## src/pkg/spi_port_pkg.sv

```systemverilog
// Purpose: shared constants and types for the serial port core
// Assumes: APB word registers, byte address = index * 4
// Notes: pin bundles travel as packed structs
// Summary of operation
// - Phase 0: first bit out at select fall, drive on even edges, sample on odd.
// - Phase 1: drive on first edge and every second, sample on second and every second.
// - Master mode bit 1 picks order: 0 sends MSB first, 1 LSB first; resets 0.
// - Bit 0 picks transfer and interrupt mode, resets 1, steers the receive overflow flag and master start.
// - Status bit 7 reads 1 while a byte moves as master or slave, else 0.
// - Status bit 6 sets when select input enabled and asserted during a master transfer.
// - Multimaster error stays set until software writes 0 to it.
// - Polarity 0 idles the clock low with rising first edge; 1 idles high, falling.
// - Enable bit 0 switches the whole port off, 1 switches it on.
package spi_port_pkg;
  localparam int ADDR_W = 12;
  localparam int CLK_NS = 20;
  localparam int SCLK_HALF_NS = 80;
  localparam int HALF_CYC = SCLK_HALF_NS / CLK_NS;
  localparam logic [2:0] DIV_LAST = 3'(HALF_CYC - 1);
  localparam logic [4:0] EDGES = 5'h10;
  localparam logic [4:0] LAST_EDGE = 5'h0f;
  localparam logic [9:0] IDX_MODE_ONE = 10'h0e8;
  localparam logic [9:0] IDX_MODE_CTRL = 10'h0e9;
  localparam logic [9:0] IDX_STATUS = 10'h0ea;
  localparam logic [9:0] IDX_TX_DATA = 10'h0eb;
  localparam logic [9:0] IDX_RX_DATA = 10'h0ec;
  localparam logic [9:0] IDX_IRQ_STAT = 10'h0ed;
  localparam logic [9:0] IDX_IRQ_MASK = 10'h0ee;
  localparam logic [7:0] MODE_RST = 8'h01;
  localparam logic [7:0] MODE_WMASK = 8'h5f;
  localparam int SS_EN_BIT = 3;
  localparam int BUSY_BIT = 7;
  localparam int MULTIMASTER_ERROR_FLAG_BIT = 6;
  localparam int RXOF_BIT = 5;
  localparam int RXIRQ_BIT = 4;
  localparam int TXIRQ_BIT = 1;
  localparam int IRQ_N = 2;
  localparam int EV_DONE = 0;
  localparam int EV_MULTIMASTER_ERROR_FLAG = 1;

  typedef struct packed {
    logic rsv7;
    logic enable;
    logic rsv5;
    logic master;
    logic cpol;
    logic cpha;
    logic lsbf;
    logic transfer_irq_mode;
  } mode_t;

  typedef struct packed {
    logic sclk;
    logic mosi;
    logic miso;
    logic ss_n;
  } pin_in_t;

  typedef struct packed {
    logic sclk_o;
    logic sclk_oe;
    logic mosi_o;
    logic mosi_oe;
    logic miso_o;
    logic miso_oe;
    logic ss_n_o;
    logic ss_n_oe;
  } pin_out_t;

  typedef enum logic [2:0] {
    ST_IDLE = 3'b001,
    ST_MXFER = 3'b010,
    ST_SXFER = 3'b100
  } state_t;
endpackage

```

## src/rtl/pin_sync.sv

```systemverilog
// Purpose: two-stage synchroniser for pin inputs
// Assumes: inputs are asynchronous to pclk
// Notes: only the second stage may be read outside
`timescale 1ns/1ns
`default_nettype none
module pin_sync #(
  parameter int W = 4
) (
  input wire logic pclk,
  input wire logic presetn,
  input wire logic [W-1:0] d,
  output logic [W-1:0] q
);
  logic [W-1:0] meta_q;

  always_ff @(posedge pclk or negedge presetn)
  begin
    if (!presetn)
    begin
      meta_q <= '0;
      q <= '0;
    end
    else
    begin
      meta_q <= d;
      q <= meta_q;
    end
  end
endmodule // pin_sync
`default_nettype wire

```

## src/rtl/spi_port.sv

```systemverilog
// Purpose: byte serial port core, master or slave, with APB registers
// Assumes: link clock far slower than pclk; pins pass pin_sync
// Notes: master clock runs at pclk / (2 * HALF_CYC)
`timescale 1ns/1ns
`default_nettype none
module spi_port (
  input wire logic pclk,
  input wire logic presetn,
  input wire logic psel,
  input wire logic penable,
  input wire logic pwrite,
  input wire logic [spi_port_pkg::ADDR_W-1:0] paddr,
  input wire logic [31:0] pwdata,
  output logic [31:0] prdata,
  output logic pready,
  output logic pslverr,
  input wire spi_port_pkg::pin_in_t pins_i,
  output spi_port_pkg::pin_out_t pins_o,
  output logic irq
);
  import spi_port_pkg::*;

  function automatic logic reg_hit(input logic [ADDR_W-1:0] a, input logic [ADDR_W-3:0] idx);
    reg_hit = (a[ADDR_W-1:2] == idx) && (a[1:0] == 2'b00);
  endfunction

  function automatic logic head(input logic [7:0] x, input logic lsb);
    head = lsb ? x[0] : x[7];
  endfunction

  function automatic logic [7:0] shl(input logic [7:0] x, input logic lsb);
    shl = lsb ? {1'b0, x[7:1]} : {x[6:0], 1'b0};
  endfunction

  logic [3:0] pin_s;
  logic sclk_s;
  logic mosi_s;
  logic miso_s;
  logic ssn_s;
  logic sclk_prev_q;
  logic ssn_prev_q;

  pin_sync #(.W(4)) u_sync (
    .pclk(pclk),
    .presetn(presetn),
    .d({pins_i.sclk, pins_i.mosi, pins_i.miso, pins_i.ss_n}),
    .q(pin_s)
  );

  assign sclk_s = pin_s[3];
  assign mosi_s = pin_s[2];
  assign miso_s = pin_s[1];
  assign ssn_s = pin_s[0];

  mode_t mode_q;
  logic ss_en_q;
  logic [7:0] tx_data_q;
  logic [7:0] rx_data_q;
  logic [7:0] rx_data_d;
  logic tx_full_q;
  logic tx_full_d;
  logic txirq_q;
  logic txirq_d;
  logic rxirq_q;
  logic rxirq_d;
  logic rxof_q;
  logic rxof_d;
  logic multimaster_error_flag_q;
  logic multimaster_error_flag_d;
  logic [IRQ_N-1:0] irq_stat_q;
  logic [IRQ_N-1:0] irq_stat_d;
  logic [IRQ_N-1:0] irq_mask_q;
  logic [IRQ_N-1:0] ev;
  logic irq_q;

  state_t state_q;
  state_t state_d;
  logic [4:0] edge_cnt_q;
  logic [4:0] edge_cnt_d;
  logic [2:0] div_q;
  logic [2:0] div_d;
  logic [7:0] tx_sh_q;
  logic [7:0] tx_sh_d;
  logic [7:0] rx_sh_q;
  logic [7:0] rx_sh_d;
  logic [7:0] rx_next;
  logic [7:0] rx_fin;
  logic out_q;
  logic out_d;
  pin_out_t pins_q;
  pin_out_t pins_d;

  // APB slave: one wait state, every effect lands on the pready edge
  logic pready_q;
  logic pslverr_q;
  logic [31:0] prdata_q;
  logic acc;
  logic done;
  logic wr;
  logic rd;
  logic hit_one;
  logic hit_mode;
  logic hit_stat;
  logic hit_tx;
  logic hit_rx;
  logic hit_istat;
  logic hit_mask;
  logic mapped;
  logic [7:0] stat_rd;
  logic [7:0] rd_val;

  assign acc = psel & penable & ~pready_q;
  assign done = psel & penable & pready_q;
  assign wr = done & pwrite;
  assign rd = done & ~pwrite;
  assign hit_one = reg_hit(paddr, IDX_MODE_ONE);
  assign hit_mode = reg_hit(paddr, IDX_MODE_CTRL);
  assign hit_stat = reg_hit(paddr, IDX_STATUS);
  assign hit_tx = reg_hit(paddr, IDX_TX_DATA);
  assign hit_rx = reg_hit(paddr, IDX_RX_DATA);
  assign hit_istat = reg_hit(paddr, IDX_IRQ_STAT);
  assign hit_mask = reg_hit(paddr, IDX_IRQ_MASK);
  assign mapped = hit_one | hit_mode | hit_stat | hit_tx | hit_rx | hit_istat | hit_mask;

  logic busy;
  logic en;
  logic is_m;
  logic lsb_mode;
  logic wr_tx;
  logic rd_rx;
  logic wr_stat;
  logic wr_istat;

  assign busy = (state_q != ST_IDLE);
  assign en = mode_q.enable;
  assign is_m = mode_q.master;
  assign lsb_mode = is_m & mode_q.lsbf;
  assign wr_tx = wr & hit_tx;
  assign rd_rx = rd & hit_rx;
  assign wr_stat = wr & hit_stat;
  assign wr_istat = wr & hit_istat;

  assign stat_rd = {busy, multimaster_error_flag_q, rxof_q, rxirq_q, 2'b00, txirq_q, 1'b0};
  assign rd_val = hit_one ? {4'h0, ss_en_q, 3'b000} :
                  hit_mode ? mode_q :
                  hit_stat ? stat_rd :
                  hit_tx ? tx_data_q :
                  hit_rx ? rx_data_q :
                  hit_istat ? {6'h00, irq_stat_q} :
                  hit_mask ? {6'h00, irq_mask_q} : 8'h00;

  always_ff @(posedge pclk or negedge presetn)
  begin
    if (!presetn)
    begin
      pready_q <= 1'b0;
      pslverr_q <= 1'b0;
      prdata_q <= 32'h0000_0000;
    end
    else
    begin
      pready_q <= acc;
      pslverr_q <= acc & ~mapped;
      prdata_q <= acc ? {24'h00_0000, rd_val} : prdata_q;
    end
  end

  always_ff @(posedge pclk or negedge presetn)
  begin
    if (!presetn)
    begin
      mode_q <= mode_t'(MODE_RST);
      ss_en_q <= 1'b0;
      tx_data_q <= 8'h00;
      irq_mask_q <= '0;
    end
    else
    begin
      if (wr & hit_mode)
        mode_q <= mode_t'(pwdata[7:0] & MODE_WMASK);
      if (wr & hit_one)
        ss_en_q <= pwdata[SS_EN_BIT];
      if (wr_tx)
        tx_data_q <= pwdata[7:0];
      if (wr & hit_mask)
        irq_mask_q <= pwdata[IRQ_N-1:0];
    end
  end

  // Transfer engine
  logic sin;
  logic m_tick;
  logic m_edge;
  logic s_edge;
  logic edge_ev;
  logic samp;
  logic drv;
  logic m_done;
  logic s_done;
  logic byte_done;
  logic start_m;
  logic start_s;
  logic load;
  logic mm_set;
  logic head_bit;

  assign sin = is_m ? miso_s : mosi_s;
  assign m_tick = (state_q == ST_MXFER) && (div_q == DIV_LAST);
  assign m_edge = m_tick && (edge_cnt_q < EDGES);
  assign s_edge = (state_q == ST_SXFER) && (sclk_s != sclk_prev_q);
  assign edge_ev = m_edge | s_edge;
  // Even count is a first-type edge; phase picks which kind samples
  assign samp = edge_ev && (edge_cnt_q[0] == mode_q.cpha);
  assign drv = edge_ev && (edge_cnt_q[0] != mode_q.cpha);
  assign m_done = m_tick && (edge_cnt_q == EDGES);
  assign s_done = s_edge && (edge_cnt_q == LAST_EDGE);
  assign byte_done = m_done | s_done;
  // In mode 0 an unread byte stalls the next master transfer
  assign start_m = (state_q == ST_IDLE) && en && is_m && tx_full_q
                   && (mode_q.transfer_irq_mode || !rxirq_q);
  assign start_s = (state_q == ST_IDLE) && en && !is_m && ssn_prev_q && !ssn_s;
  // Slave keeps going while select stays low
  assign load = start_m | start_s | (s_done & en & ~ssn_s);
  assign mm_set = (state_q == ST_MXFER) && ss_en_q && !ssn_s;
  assign head_bit = head(tx_sh_q, lsb_mode);

  assign rx_next = lsb_mode ? {sin, rx_sh_q[7:1]} : {rx_sh_q[6:0], sin};
  assign rx_fin = samp ? rx_next : rx_sh_q;
  assign rx_sh_d = samp ? rx_next : rx_sh_q;
  assign rx_data_d = byte_done ? rx_fin : rx_data_q;

  // Phase 0 presents the first bit at load; phase 1 waits for edge 0
  assign out_d = load ? (mode_q.cpha ? out_q : head(tx_data_q, lsb_mode)) :
                 drv ? head_bit : out_q;
  assign tx_sh_d = load ? (mode_q.cpha ? tx_data_q : shl(tx_data_q, lsb_mode)) :
                   drv ? shl(tx_sh_q, lsb_mode) : tx_sh_q;

  assign edge_cnt_d = load ? 5'h00 : edge_ev ? edge_cnt_q + 5'h01 : edge_cnt_q;
  assign div_d = ((state_q == ST_MXFER) && !m_tick) ? div_q + 3'h1 : 3'h0;

  always_comb
  begin
    state_d = state_q;
    case (state_q)
      ST_IDLE:
      begin
        if (start_m)
          state_d = ST_MXFER;
        else if (start_s)
          state_d = ST_SXFER;
      end
      ST_MXFER:
      begin
        // A competing master aborts the byte in flight
        if (!en || mm_set || m_done)
          state_d = ST_IDLE;
      end
      ST_SXFER:
      begin
        if (!en || ssn_s || (s_done && !load))
          state_d = ST_IDLE;
      end
      default:
        state_d = ST_IDLE;
    endcase
  end

  always_ff @(posedge pclk or negedge presetn)
  begin
    if (!presetn)
    begin
      state_q <= ST_IDLE;
      edge_cnt_q <= 5'h00;
      div_q <= 3'h0;
    end
    else
    begin
      state_q <= state_d;
      edge_cnt_q <= edge_cnt_d;
      div_q <= div_d;
    end
  end

  always_ff @(posedge pclk or negedge presetn)
  begin
    if (!presetn)
    begin
      tx_sh_q <= 8'h00;
      rx_sh_q <= 8'h00;
      rx_data_q <= 8'h00;
      out_q <= 1'b0;
      sclk_prev_q <= 1'b0;
      ssn_prev_q <= 1'b1;
    end
    else
    begin
      tx_sh_q <= tx_sh_d;
      rx_sh_q <= rx_sh_d;
      rx_data_q <= rx_data_d;
      out_q <= out_d;
      sclk_prev_q <= sclk_s;
      ssn_prev_q <= ssn_s;
    end
  end

  // Status flags: a hardware set always beats a software clear
  assign tx_full_d = wr_tx | (tx_full_q & ~load);
  assign txirq_d = (load & tx_full_q) | (txirq_q & ~wr_tx);
  assign rxirq_d = byte_done | (rxirq_q & ~rd_rx);
  assign rxof_d = (byte_done & rxirq_q & mode_q.transfer_irq_mode) | (rxof_q & ~rd_rx);
  assign multimaster_error_flag_d = mm_set | (multimaster_error_flag_q & ~(wr_stat & ~pwdata[MULTIMASTER_ERROR_FLAG_BIT]));

  always_ff @(posedge pclk or negedge presetn)
  begin
    if (!presetn)
    begin
      tx_full_q <= 1'b0;
      txirq_q <= 1'b0;
      rxirq_q <= 1'b0;
      rxof_q <= 1'b0;
      multimaster_error_flag_q <= 1'b0;
    end
    else
    begin
      tx_full_q <= tx_full_d;
      txirq_q <= txirq_d;
      rxirq_q <= rxirq_d;
      rxof_q <= rxof_d;
      multimaster_error_flag_q <= multimaster_error_flag_d;
    end
  end

  assign ev[EV_DONE] = byte_done;
  assign ev[EV_MULTIMASTER_ERROR_FLAG] = mm_set;

  genvar gi;
  generate
    for (gi = 0; gi < IRQ_N; gi++)
    begin : g_irq
      assign irq_stat_d[gi] = ev[gi] | (irq_stat_q[gi] & ~(wr_istat & pwdata[gi]));
    end
  endgenerate

  always_ff @(posedge pclk or negedge presetn)
  begin
    if (!presetn)
    begin
      irq_stat_q <= '0;
      irq_q <= 1'b0;
    end
    else
    begin
      irq_stat_q <= irq_stat_d;
      irq_q <= |(irq_stat_d & irq_mask_q);
    end
  end

  // Pins; the clock parks at the polarity level between bytes
  assign pins_d = '{
    sclk_o: (state_q == ST_MXFER) ? (pins_q.sclk_o ^ m_edge) : mode_q.cpol,
    sclk_oe: en & is_m,
    mosi_o: out_d,
    mosi_oe: en & is_m,
    miso_o: out_d,
    miso_oe: (state_d == ST_SXFER),
    ss_n_o: (state_d != ST_MXFER),
    ss_n_oe: en & is_m & ~ss_en_q
  };

  always_ff @(posedge pclk or negedge presetn)
  begin
    if (!presetn)
      pins_q <= '{sclk_o: 1'b0, sclk_oe: 1'b0, mosi_o: 1'b0, mosi_oe: 1'b0,
                  miso_o: 1'b0, miso_oe: 1'b0, ss_n_o: 1'b1, ss_n_oe: 1'b0};
    else
      pins_q <= pins_d;
  end

  assign prdata = prdata_q;
  assign pready = pready_q;
  assign pslverr = pslverr_q;
  assign pins_o = pins_q;
  assign irq = irq_q;
endmodule // spi_port
`default_nettype wire

```

## config.mk

```make
export PLATFORM = sky130hd
export DESIGN_NAME = spi_port
export DESIGN_NICKNAME = d
export VERILOG_FILES = /design/src/pkg/spi_port_pkg.sv /design/src/rtl/pin_sync.sv /design/src/rtl/spi_port.sv
export SDC_FILE = /design/constraint.sdc
export NUM_CORES = 1
export LEC_CHECK = 0
export ABC_AREA = 0
export BUFFER_PORTS_ARGS = -buffer_cell sky130_fd_sc_hd__buf_4
export CORE_MARGIN = 2
export CORE_UTILIZATION = 35
export CTS_BUF_LIST = sky130_fd_sc_hd__clkbuf_4 sky130_fd_sc_hd__clkbuf_8 sky130_fd_sc_hd__clkbuf_16
export CTS_CLUSTER_SIZE = 40
export DETAILED_ROUTE_END_ITERATION = 6
export GPL_ROUTABILITY_DRIVEN = 0
export GPL_TIMING_DRIVEN = 0
export SETUP_SLACK_MARGIN = 0.1
export SLEW_MARGIN = 5
export SYNTH_ARGS = -nofsm -noshare
export SYNTH_HDL_FRONTEND = slang
export SYNTH_SLANG_ARGS = --single-unit
```

## constraint.sdc

```tcl
create_clock -name pclk -period 2.7 [get_ports pclk]
set_input_delay 0.27 -clock pclk [delete_from_list [all_inputs] [get_ports pclk]]
set_output_delay 0.27 -clock pclk [all_outputs]
set_load 0.03 [all_outputs]
```

==> results_tabular.tex, run 1 <==
\begin{tabular}{lr}
\hline
Metric & Value \\
\hline
\multicolumn{2}{l}{\textbf{Power}} \\
Max IR drop VDD & about 0.32 mV \\
Pleak & approximately 2.7 nW \\
Power density of the placed cells & 527 nW/um\^{}2 \\
\multicolumn{2}{l}{\textbf{Drt}} \\
DR vias & 3,267 \\
Via density per instance & 4.87 \\
Routed length per placed instance & around 15 um \\
Initial DRT Pass Iterations & 4 \\
Final wirelength & around 10 mm \\
Detailed Route Iter0 Violations & 145 \\
Number of remaining DRC errors & 0 \\
Count of antenna-violating nets left after detailed routing & 0 \\
\multicolumn{2}{l}{\textbf{Min path}} \\
Number of stages on the worst hold path & 1 \\
Worst Hold Class & in -> reg \\
Destination of the worst hold path & u\_sync.meta\_q[2]\$\_DFF\_PN0\_ \\
Origin of the worst min-delay path & pins\_i[2] \\
\multicolumn{2}{l}{\textbf{Timing}} \\
Final setup violation count & 0 \\
Worst max-slew margin expressed relative to the limit & 26.3\% \\
Highest clock frequency the design can meet & roughly 420 MHz \\
Max-slew violation count & 0 \\
Worst-case clock skew & $\sim$7.0 ps \\
Measured slew at the worst slew-check pin & 1110 ps \\
Setup Total Neg Slack & 0 ps \\
Final worst path period share & between 80\% and 90\% \\
Setup repair after global routing missed its margin & no \\
Post-layout min period & roughly 2400 ps \\
Number of hold violations in the final report & 0 \\
\multicolumn{2}{l}{\textbf{Placement}} \\
Placed standard-cell area & roughly 5000 um\^{}2 \\
Number of input and output port buffers inserted & 46 \\
HPWL reported at the end of detailed placement & roughly 7.6 mm \\
\multicolumn{2}{l}{\textbf{Run status}} \\
Status & completed \\
\multicolumn{2}{l}{\textbf{Setup path}} \\
Origin of the critical flop-to-flop path & edge\_cnt\_q[0]\$\_DFFE\_PN0P\_ \\
List of cells traversed by the critical path & ha\_1 -> and3\_1 -> ha\_1 -> a22oi\_1 -> clkbuf\_1 -> mux2\_2 \\
Largest delay share family, worst path & buffers and inverters \\
Slowest Stage Delay on Critical Path & 490 ps \\
Reg2Reg Depth & 6 \\
Critical Path Sink Type & flip-flop \\
CP bufs+invs & 1 \\
Worst Setup Path Type & reg -> reg \\
Worst Path Arrival & around 2600 ps \\
Required time of the worst setup path & between 2000 and 3000 ps \\
Cell mode on critical path & ha\_1 \\
Setup slack of the worst register-to-register path & 310 ps \\
Largest driver fanout on the critical path & 10 \\
Slowest library cell on the worst path & clkbuf\_1 \\
CP startpoint & edge\_cnt\_q[0]\$\_DFFE\_PN0P\_ \\
Startpoint types & flip-flop \\
Capturing point of the worst reg2reg path & rx\_data\_q[2]\$\_DFFE\_PN0P\_ \\
\multicolumn{2}{l}{\textbf{Synth}} \\
Flip-flop and latch count after synthesis & 86 \\
Count of flip-flops with a built-in enable after synthesis & 0 \\
Yosys synthesis warning count & 0 \\
Number of instances in the synthesized netlist & about 410 \\
Primary FF master, synth & dfrtp\_1 \\
Post-synthesis area per instance & approximately 11 um\^{}2 \\
Synthesized cell area & roughly 4400 um\^{}2 \\
Share of synthesized registers carrying an async set or reset & 100\% \\
Post-synthesis cell type count & between 50 and 60 \\
Sequential fraction of the synthesis area & around half \\
\multicolumn{2}{l}{\textbf{Floorplanning}} \\
Count of pins on the block boundary & 96 \\
Die boundary width & roughly 120 um \\
Die Y & 117 um \\
Die area & between 10,000 and 15,000 um\^{}2 \\
Number of placement rows & 41 \\
Core Area & $\sim$13,000 um\^{}2 \\
Starting utilization of the core area & a little over a third \\
\multicolumn{2}{l}{\textbf{Final layout}} \\
FILL cells & about 1,200 \\
Final std cell area, no fill & 5410 um\^{}2 \\
Total inserted antenna cells & 0 \\
Fraction of layout instances using a drive strength above 1 & just under 30\% \\
Layout area overhead & 22.0\% \\
Count of nets after finishing & roughly 550 \\
\multicolumn{2}{l}{\textbf{Clock network}} \\
Number of H-tree branching levels & 3 \\
CTS Root Cell & clkbuf\_16 \\
Post-CTS Setup Inserts & 0 \\
Max Buffers Root-to-Sink & 2 \\
CTS Sinks & 86 \\
Resized Gates After CTS & 0 \\
Clock buffer count from CTS & 9 \\
TritonCTS clock tree & yes \\
Clock latency at the later pin of the worst-skew pair & 340 ps \\
Number of buffers inserted by hold repair at cts & 0 \\
Clock transition time at the flip-flop clock pins of the worst setup and hold paths & 60 ps \\
\multicolumn{2}{l}{\textbf{Global route}} \\
Vias in the first global route & 3,177 \\
Pin count of the biggest net entering global routing & 87 \\
Sum of overflow across all layers after global routing & 0 \\
Global-route wire length before repair & around 16 mm \\
Number of antenna violations at the first check in global routing & 0 \\
Global router's overall resource usage & between 15 and 20\% \\
\multicolumn{2}{l}{\textbf{Job}} \\
Max\_cap viols & 0 \\
\hline
\end{tabular}
sequential cells by signal, summed over array words and instances (netlist names), 2 cells and up:
name,count
irq_stat_q,2
tx_sh_q,8
mode_q,4
rx_data_q,8
prdata,8
tx_data_q,8
rx_sh_q,8
u_sync.meta_q,4
u_sync.q,4
div_q,3
irq_mask_q,2
pins_o,6
state_q,3
edge_cnt_q,5
cell usage after synthesis (3+ instances only):
cell type | count | area (um^2)
mux2i_1 | 16 | 160
nor2_1 | 23 | 86.3
clkbuf_1 | 10 | 37.5
a21oi_1 | 10 | 50.1
o21ai_1 | 6 | 30.0
nand2b_1 | 8 | 50.1
o21ai_0 | 25 | 125
dfstp_2 | 4 | 105
a22o_1 | 3 | 26.3
mux2_2 | 24 | 270
nor2b_1 | 6 | 37.5
nor3b_1 | 4 | 30.0
inv_1 | 17 | 63.8
and3_1 | 7 | 43.8
mux2_4 | 8 | 120
dfrtp_1 | 82 | 2050
ha_1 | 5 | 62.6
nand4b_1 | 3 | 26.3
buf_4 | 29 | 218
a31oi_1 | 6 | 37.5
a221o_1 | 3 | 30.0
nor3_1 | 4 | 20.0
nand3_1 | 14 | 70.1
buf_2 | 9 | 45.0
mux2_1 | 9 | 101
o41ai_1 | 3 | 26.3
nand2_1 | 33 | 124
layer usage:
layer / GRT usage (%) / up-vias / routed length [um]
met4: 5.10 / 0 / 157
met3: 3.27 / 12 / 342
met1: 20.3 / 1629 / 4430
li1: - / 1572 / -
met2: 27.0 / 54 / 5270
met5: 0 / - / 0
worst register-to-register path, delay by kind of cell (launching register included):
kind | cells | cell delay, ps
mux | 1 | 400
buf+inv | 1 | 490
simple gates | 1 | 200
flops | 1 | 460
fa+ha+maj | 2 | 460
compound gates | 1 | 280
logic make-up (layout without fill, tap and decap cells):
group                      after synthesis  in the layout  synth area share, %
other                                    1             24               0.0845
buffers and inverters                   66            128                 8.46
AOI/OAI and AO/OA                       76             76                 11.3
xor gates and xnor gates                 5              5                 1.16
DFF                                     86             86                 48.6
and+or+nand+nor                        117            117                 13.8
adders and majority gates                5              5                 1.41
muxes                                   58             58                 15.2
final cells by class:
| class | count | area [um^2] | share of cell area (%) |
|---|---|---|---|
| clock inverter | 5 | 81.3 | 1.50 |
| buffer | 49 | 312 | 5.76 |
| tap | 172 | 215 | 3.98 |
| multi-input combinational | 285 | 1990 | 36.8 |
| inverter | 17 | 63.8 | 1.18 |
| sequential | 86 | 2160 | 39.9 |
| timing repair buffer | 46 | 345 | 6.38 |
| clock buffer | 11 | 246 | 4.55 |
stage by stage:
stage	hold slack (ps)	cells	setup slack, ps	util, %	power, mW
final	32.7	671	308	43.2	2.85
after global routing	23.9	671	157	43.2	2.97
after CTS	15.7	671	291	43.2	2.89
after detailed placement	335	655	302	40.6	1.53
after global placement	333	655	337	40.6	1.53
after floorplan	-25.6	437	657	-	1.45
power by group:
group | internal (mW) | switching [mW] | total, mW
logic | 0.0710 | 0.127 | 0.198
registers | 1.30 | 0.00559 | 1.31
clock network | 0.847 | 0.501 | 1.35
total | 2.22 | 0.633 | 2.85
worst max path at each step:
stage,end,depth (start not counted),slack [ps]
4_1_cts,rx_data_q[2]$_DFFE_PN0P_,6,290
3_3_place_gp,rx_data_q[4]$_DFFE_PN0P_,6,340
3_5_place_dp,rx_data_q[2]$_DFFE_PN0P_,6,300
2_1_floorplan,rx_data_q[0]$_DFFE_PN0P_,6,660
5_1_grt,rx_data_q[6]$_DFFE_PN0P_,8,160
6_report,rx_data_q[2]$_DFFE_PN0P_,6,310
cells in the final DEF, fill, tap and decap left out, types with 3 or more instances in the layout:
cell,n
nor2_1,23
nand2_1,33
dfrtp_1,82
nand3_1,14
buf_4,75
a21oi_1,10
inv_1,17
dfstp_2,4
o21ai_1,6
nor3_1,4
nor2b_1,6
o41ai_1,3
nor3b_1,4
ha_1,5
a22o_1,3
mux2_1,9
conb_1,24
buf_2,9
a31oi_1,6
clkbuf_1,10
o21ai_0,25
and3_1,7
nand2b_1,8
a221o_1,3
nand4b_1,3
mux2_2,24
mux2_4,8
mux2i_1,16
clkbuf_16,9
Power figures use the tool's default switching activity.
==> run 2: changes to the inputs <==
--- a/config.mk
+++ b/config.mk
@@ -18,4 +18,5 @@
 export SLEW_MARGIN = 5
 export SYNTH_ARGS = -nofsm -noshare
 export SYNTH_HDL_FRONTEND = slang
+export SYNTH_HIERARCHICAL = 1
 export SYNTH_SLANG_ARGS = --single-unit
==> results_tabular.tex, run 2 <==
\begin{tabular}{lr}
\hline
Metric & Value \\
\hline
\multicolumn{2}{l}{\textbf{Run status}} \\
Status & completed \\
\multicolumn{2}{l}{\textbf{Placement}} \\
Pre-CTS WS & $\sim$210 ps \\
Number of placed cells counting well taps & $\sim$650 \\
Placed standard-cell area & slightly above 5000 um\^{}2 \\
Number of input and output port buffers inserted & 46 \\
HPWL reported at the end of detailed placement & between 7 and 8 mm \\
\multicolumn{2}{l}{\textbf{Floorplanning}} \\
Count of pins on the block boundary & between 90 and 100 \\
Number of placement rows & 41 \\
Core Area & 12,500 um\^{}2 \\
Die Y & roughly 120 um \\
Die area & between 10,000 and 15,000 um\^{}2 \\
Die boundary width & between 100 and 150 um \\
Starting utilization of the core area & 35.6\% \\
\multicolumn{2}{l}{\textbf{Timing}} \\
Max-slew violation count & 0 \\
Final worst path period share & roughly 91\% \\
Worst max-slew margin expressed relative to the limit & about 28\% \\
Number of hold violations in the final report & 0 \\
Worst Slack Setup Final & between 200 and 250 ps \\
Highest clock frequency the design can meet & roughly 400 MHz \\
Post-layout min period & 2470 ps \\
Worst-case clock skew & 6.87 ps \\
Final setup violation count & 0 \\
Measured slew at the worst slew-check pin & 1070 ps \\
Setup Total Neg Slack & 0 ps \\
Setup repair after global routing missed its margin & no \\
\multicolumn{2}{l}{\textbf{Final layout}} \\
Total inserted antenna cells & 0 \\
Highest-count cells in the layout ignoring fill and taps & dfrtp\_1, buf\_4, mux2\_2 \\
Count of nets after finishing & 542 \\
Layout area overhead & 21.3\% \\
Most common library cell in the layout ignoring fill and taps & dfrtp\_1 \\
Cell Count, Final, Fillers Out & approximately 660 \\
Final std cell area, no fill & roughly 5400 um\^{}2 \\
Fraction of layout instances using a drive strength above 1 & 33.7\% \\
\multicolumn{2}{l}{\textbf{Power}} \\
Relative contribution of combinational cells to total power & between 6 and 7\% \\
Switching part of the total & between 20\% and 30\% \\
Total design power & between 2 and 3 mW \\
Pleak & between 2 and 3 nW \\
Psw & around 640 uW \\
Share of power burned in registers & 47.3\% \\
Proportion of power drawn by the clock network & 45.9\% \\
Internal power & 2.12 mW \\
Max IR drop VDD & 0.376 mV \\
Power density of the placed cells & a little over 500 nW/um\^{}2 \\
\multicolumn{2}{l}{\textbf{Global route}} \\
Sum of overflow across all layers after global routing & 0 \\
Global-route wire length before repair & 16.2 mm \\
Global router's overall resource usage & 15.4\% \\
Number of antenna violations at the first check in global routing & 0 \\
Vias in the first global route & roughly 3,300 \\
Pin count of the biggest net entering global routing & 87 \\
\multicolumn{2}{l}{\textbf{Clock network}} \\
Resized Gates After CTS & 0 \\
Number of H-tree branching levels & 3 \\
Clock latency at the later pin of the worst-skew pair & 340 ps \\
Number of buffers inserted by hold repair at cts & 0 \\
Post-CTS Setup Inserts & 0 \\
Clock transition time at the flip-flop clock pins of the worst setup and hold paths & roughly 60 ps \\
Clock buffer count from CTS & 9 \\
CTS Root Cell & clkbuf\_16 \\
TritonCTS clock tree & yes \\
CTS Sinks & 86 \\
Max Buffers Root-to-Sink & 2 \\
\multicolumn{2}{l}{\textbf{Drt}} \\
Detailed Route Iter0 Violations & roughly 160 \\
Final wirelength & just under 10 mm \\
Number of remaining DRC errors & 0 \\
Initial DRT Pass Iterations & 4 \\
Via density per instance & about 5 \\
Count of antenna-violating nets left after detailed routing & 0 \\
DR vias & approximately 3,200 \\
Routed length per placed instance & approximately 15 um \\
\multicolumn{2}{l}{\textbf{Synth}} \\
Area share of the largest cell type after synthesis & a little under half \\
Synthesized cell area & roughly 4500 um\^{}2 \\
Synth top cells by count & dfrtp\_1, mux2\_2, nand2\_1, buf\_4 \\
Flip-flop and latch count after synthesis & 86 \\
Most common cell in the netlist & dfrtp\_1 \\
Post-synthesis cell type count & a little over 60 \\
Biggest area contributors in the synthesized netlist & dfrtp\_1, mux2\_2, buf\_4 \\
Yosys synthesis warning count & 6 \\
Count of flip-flops with a built-in enable after synthesis & 0 \\
Number of instances in the synthesized netlist & around 400 \\
Sequential fraction of the synthesis area & about half \\
Share of synthesized registers carrying an async set or reset & 100\% \\
Most area-hungry cell type in the Yosys netlist & dfrtp\_1 \\
Primary FF master, synth & dfrtp\_1 \\
Post-synthesis area per instance & roughly 11 um\^{}2 \\
\multicolumn{2}{l}{\textbf{Setup path}} \\
Required time of the worst setup path & between 2000 and 3000 ps \\
Slowest Stage Delay on Critical Path & around 460 ps \\
Largest delay share family, worst path & simple AND/OR/NAND/NOR gates \\
Worst Setup Path Type & reg -> reg \\
Critical Path Sink Type & flip-flop \\
Cell mode on critical path & ha\_1 \\
List of cells traversed by the critical path & ha\_1 -> and3\_1 -> ha\_1 -> and4\_4 -> nor3\_4 -> mux4\_2 -> mux2\_4 \\
Slowest library cell on the worst path & nor3\_4 \\
Worst Path Arrival & roughly 2700 ps \\
Largest driver fanout on the critical path & 10 \\
CP bufs+invs & 0 \\
Startpoint types & flip-flop \\
\multicolumn{2}{l}{\textbf{Min path}} \\
Worst Hold Class & in -> reg \\
\multicolumn{2}{l}{\textbf{Job}} \\
Max\_cap viols & 0 \\
\hline
\end{tabular}
## run 2: cell types whose count changed in the layout (fill, tap and decap cells not counted), sizes merged, moves of 5 or more
cell / previous run / this run
buf: 85 / 75
mux2: 41 / 58
nand2: 33 / 38
nand3: 14 / 6
o21ai: 31 / 18
## run 2: power groups by stage
stage                     clock (mW)  combinational (mW)  sequential [mW]
after floorplan                    0               0.110             1.33
after global placement             0               0.187             1.33
after detailed placement           0               0.189             1.33
after CTS                       1.30               0.189             1.30
after global routing            1.36               0.208             1.30
final                           1.26               0.189             1.30
## run 2: cell type report
type / instances / area (um^2)
tap: 172 / 215
fill: 1213 / 7110
timing repair buffer: 46 / 345
sequential: 86 / 2160
inverter: 15 / 56.3
multi-input combinational: 286 / 2070
clock inverter: 5 / 57.6
buffer: 40 / 253
clock buffer: 11 / 246
## run 2: logic make-up (layout without fill, tap and decap cells)
logic type / after synthesis / in the layout / share of synthesized area [%]
other cells: 1 / 24 / 0.0842
buf+inv: 55 / 117 / 6.94
xor+xnor: 6 / 6 / 1.18
simple gates: 119 / 119 / 15.1
compound gates: 60 / 60 / 8.65
flops: 86 / 86 / 48.4
fa+ha+maj: 5 / 5 / 1.40
mux: 72 / 72 / 18.2
## run 2: layer usage
layer	up-vias	track usage, %	wire length (um)
li1	1547	-	-
met1	1595	19.6	4360
met2	87	26.2	4890
met3	18	2.88	394
met4	0	5.88	191
met5	-	0	0
## run 2: final timing paths
path                                         endpoint                       start  slack (ps)  cells after the start
min reg2reg                     u_sync/q[0]$_DFF_PN0_  u_sync/meta_q[0]$_DFF_PN0_         350                      0
max reg2reg                     pins_o[3]$_DFFE_PN0P_   edge_cnt_q[0]$_DFFE_PN0P_         230                      7
max in group asynchronous          div_q[1]$_DFF_PN0_                     presetn        1880                      1
min in group asynchronous  u_sync/meta_q[2]$_DFF_PN0_                     presetn         120                      1
max                             pins_o[3]$_DFFE_PN0P_   edge_cnt_q[0]$_DFFE_PN0P_         230                      7
min                        u_sync/meta_q[2]$_DFF_PN0_                   pins_i[2]          40                      1
## run 2: per-stage QoR
stage	utilization, %	hold slack [ps]
2_1_floorplan	-	-25.6
3_3_place_gp	40.8	335
3_5_place_dp	40.8	336
4_1_cts	43.2	26.6
5_1_grt	43.2	24.2
6_report	43.2	37.1
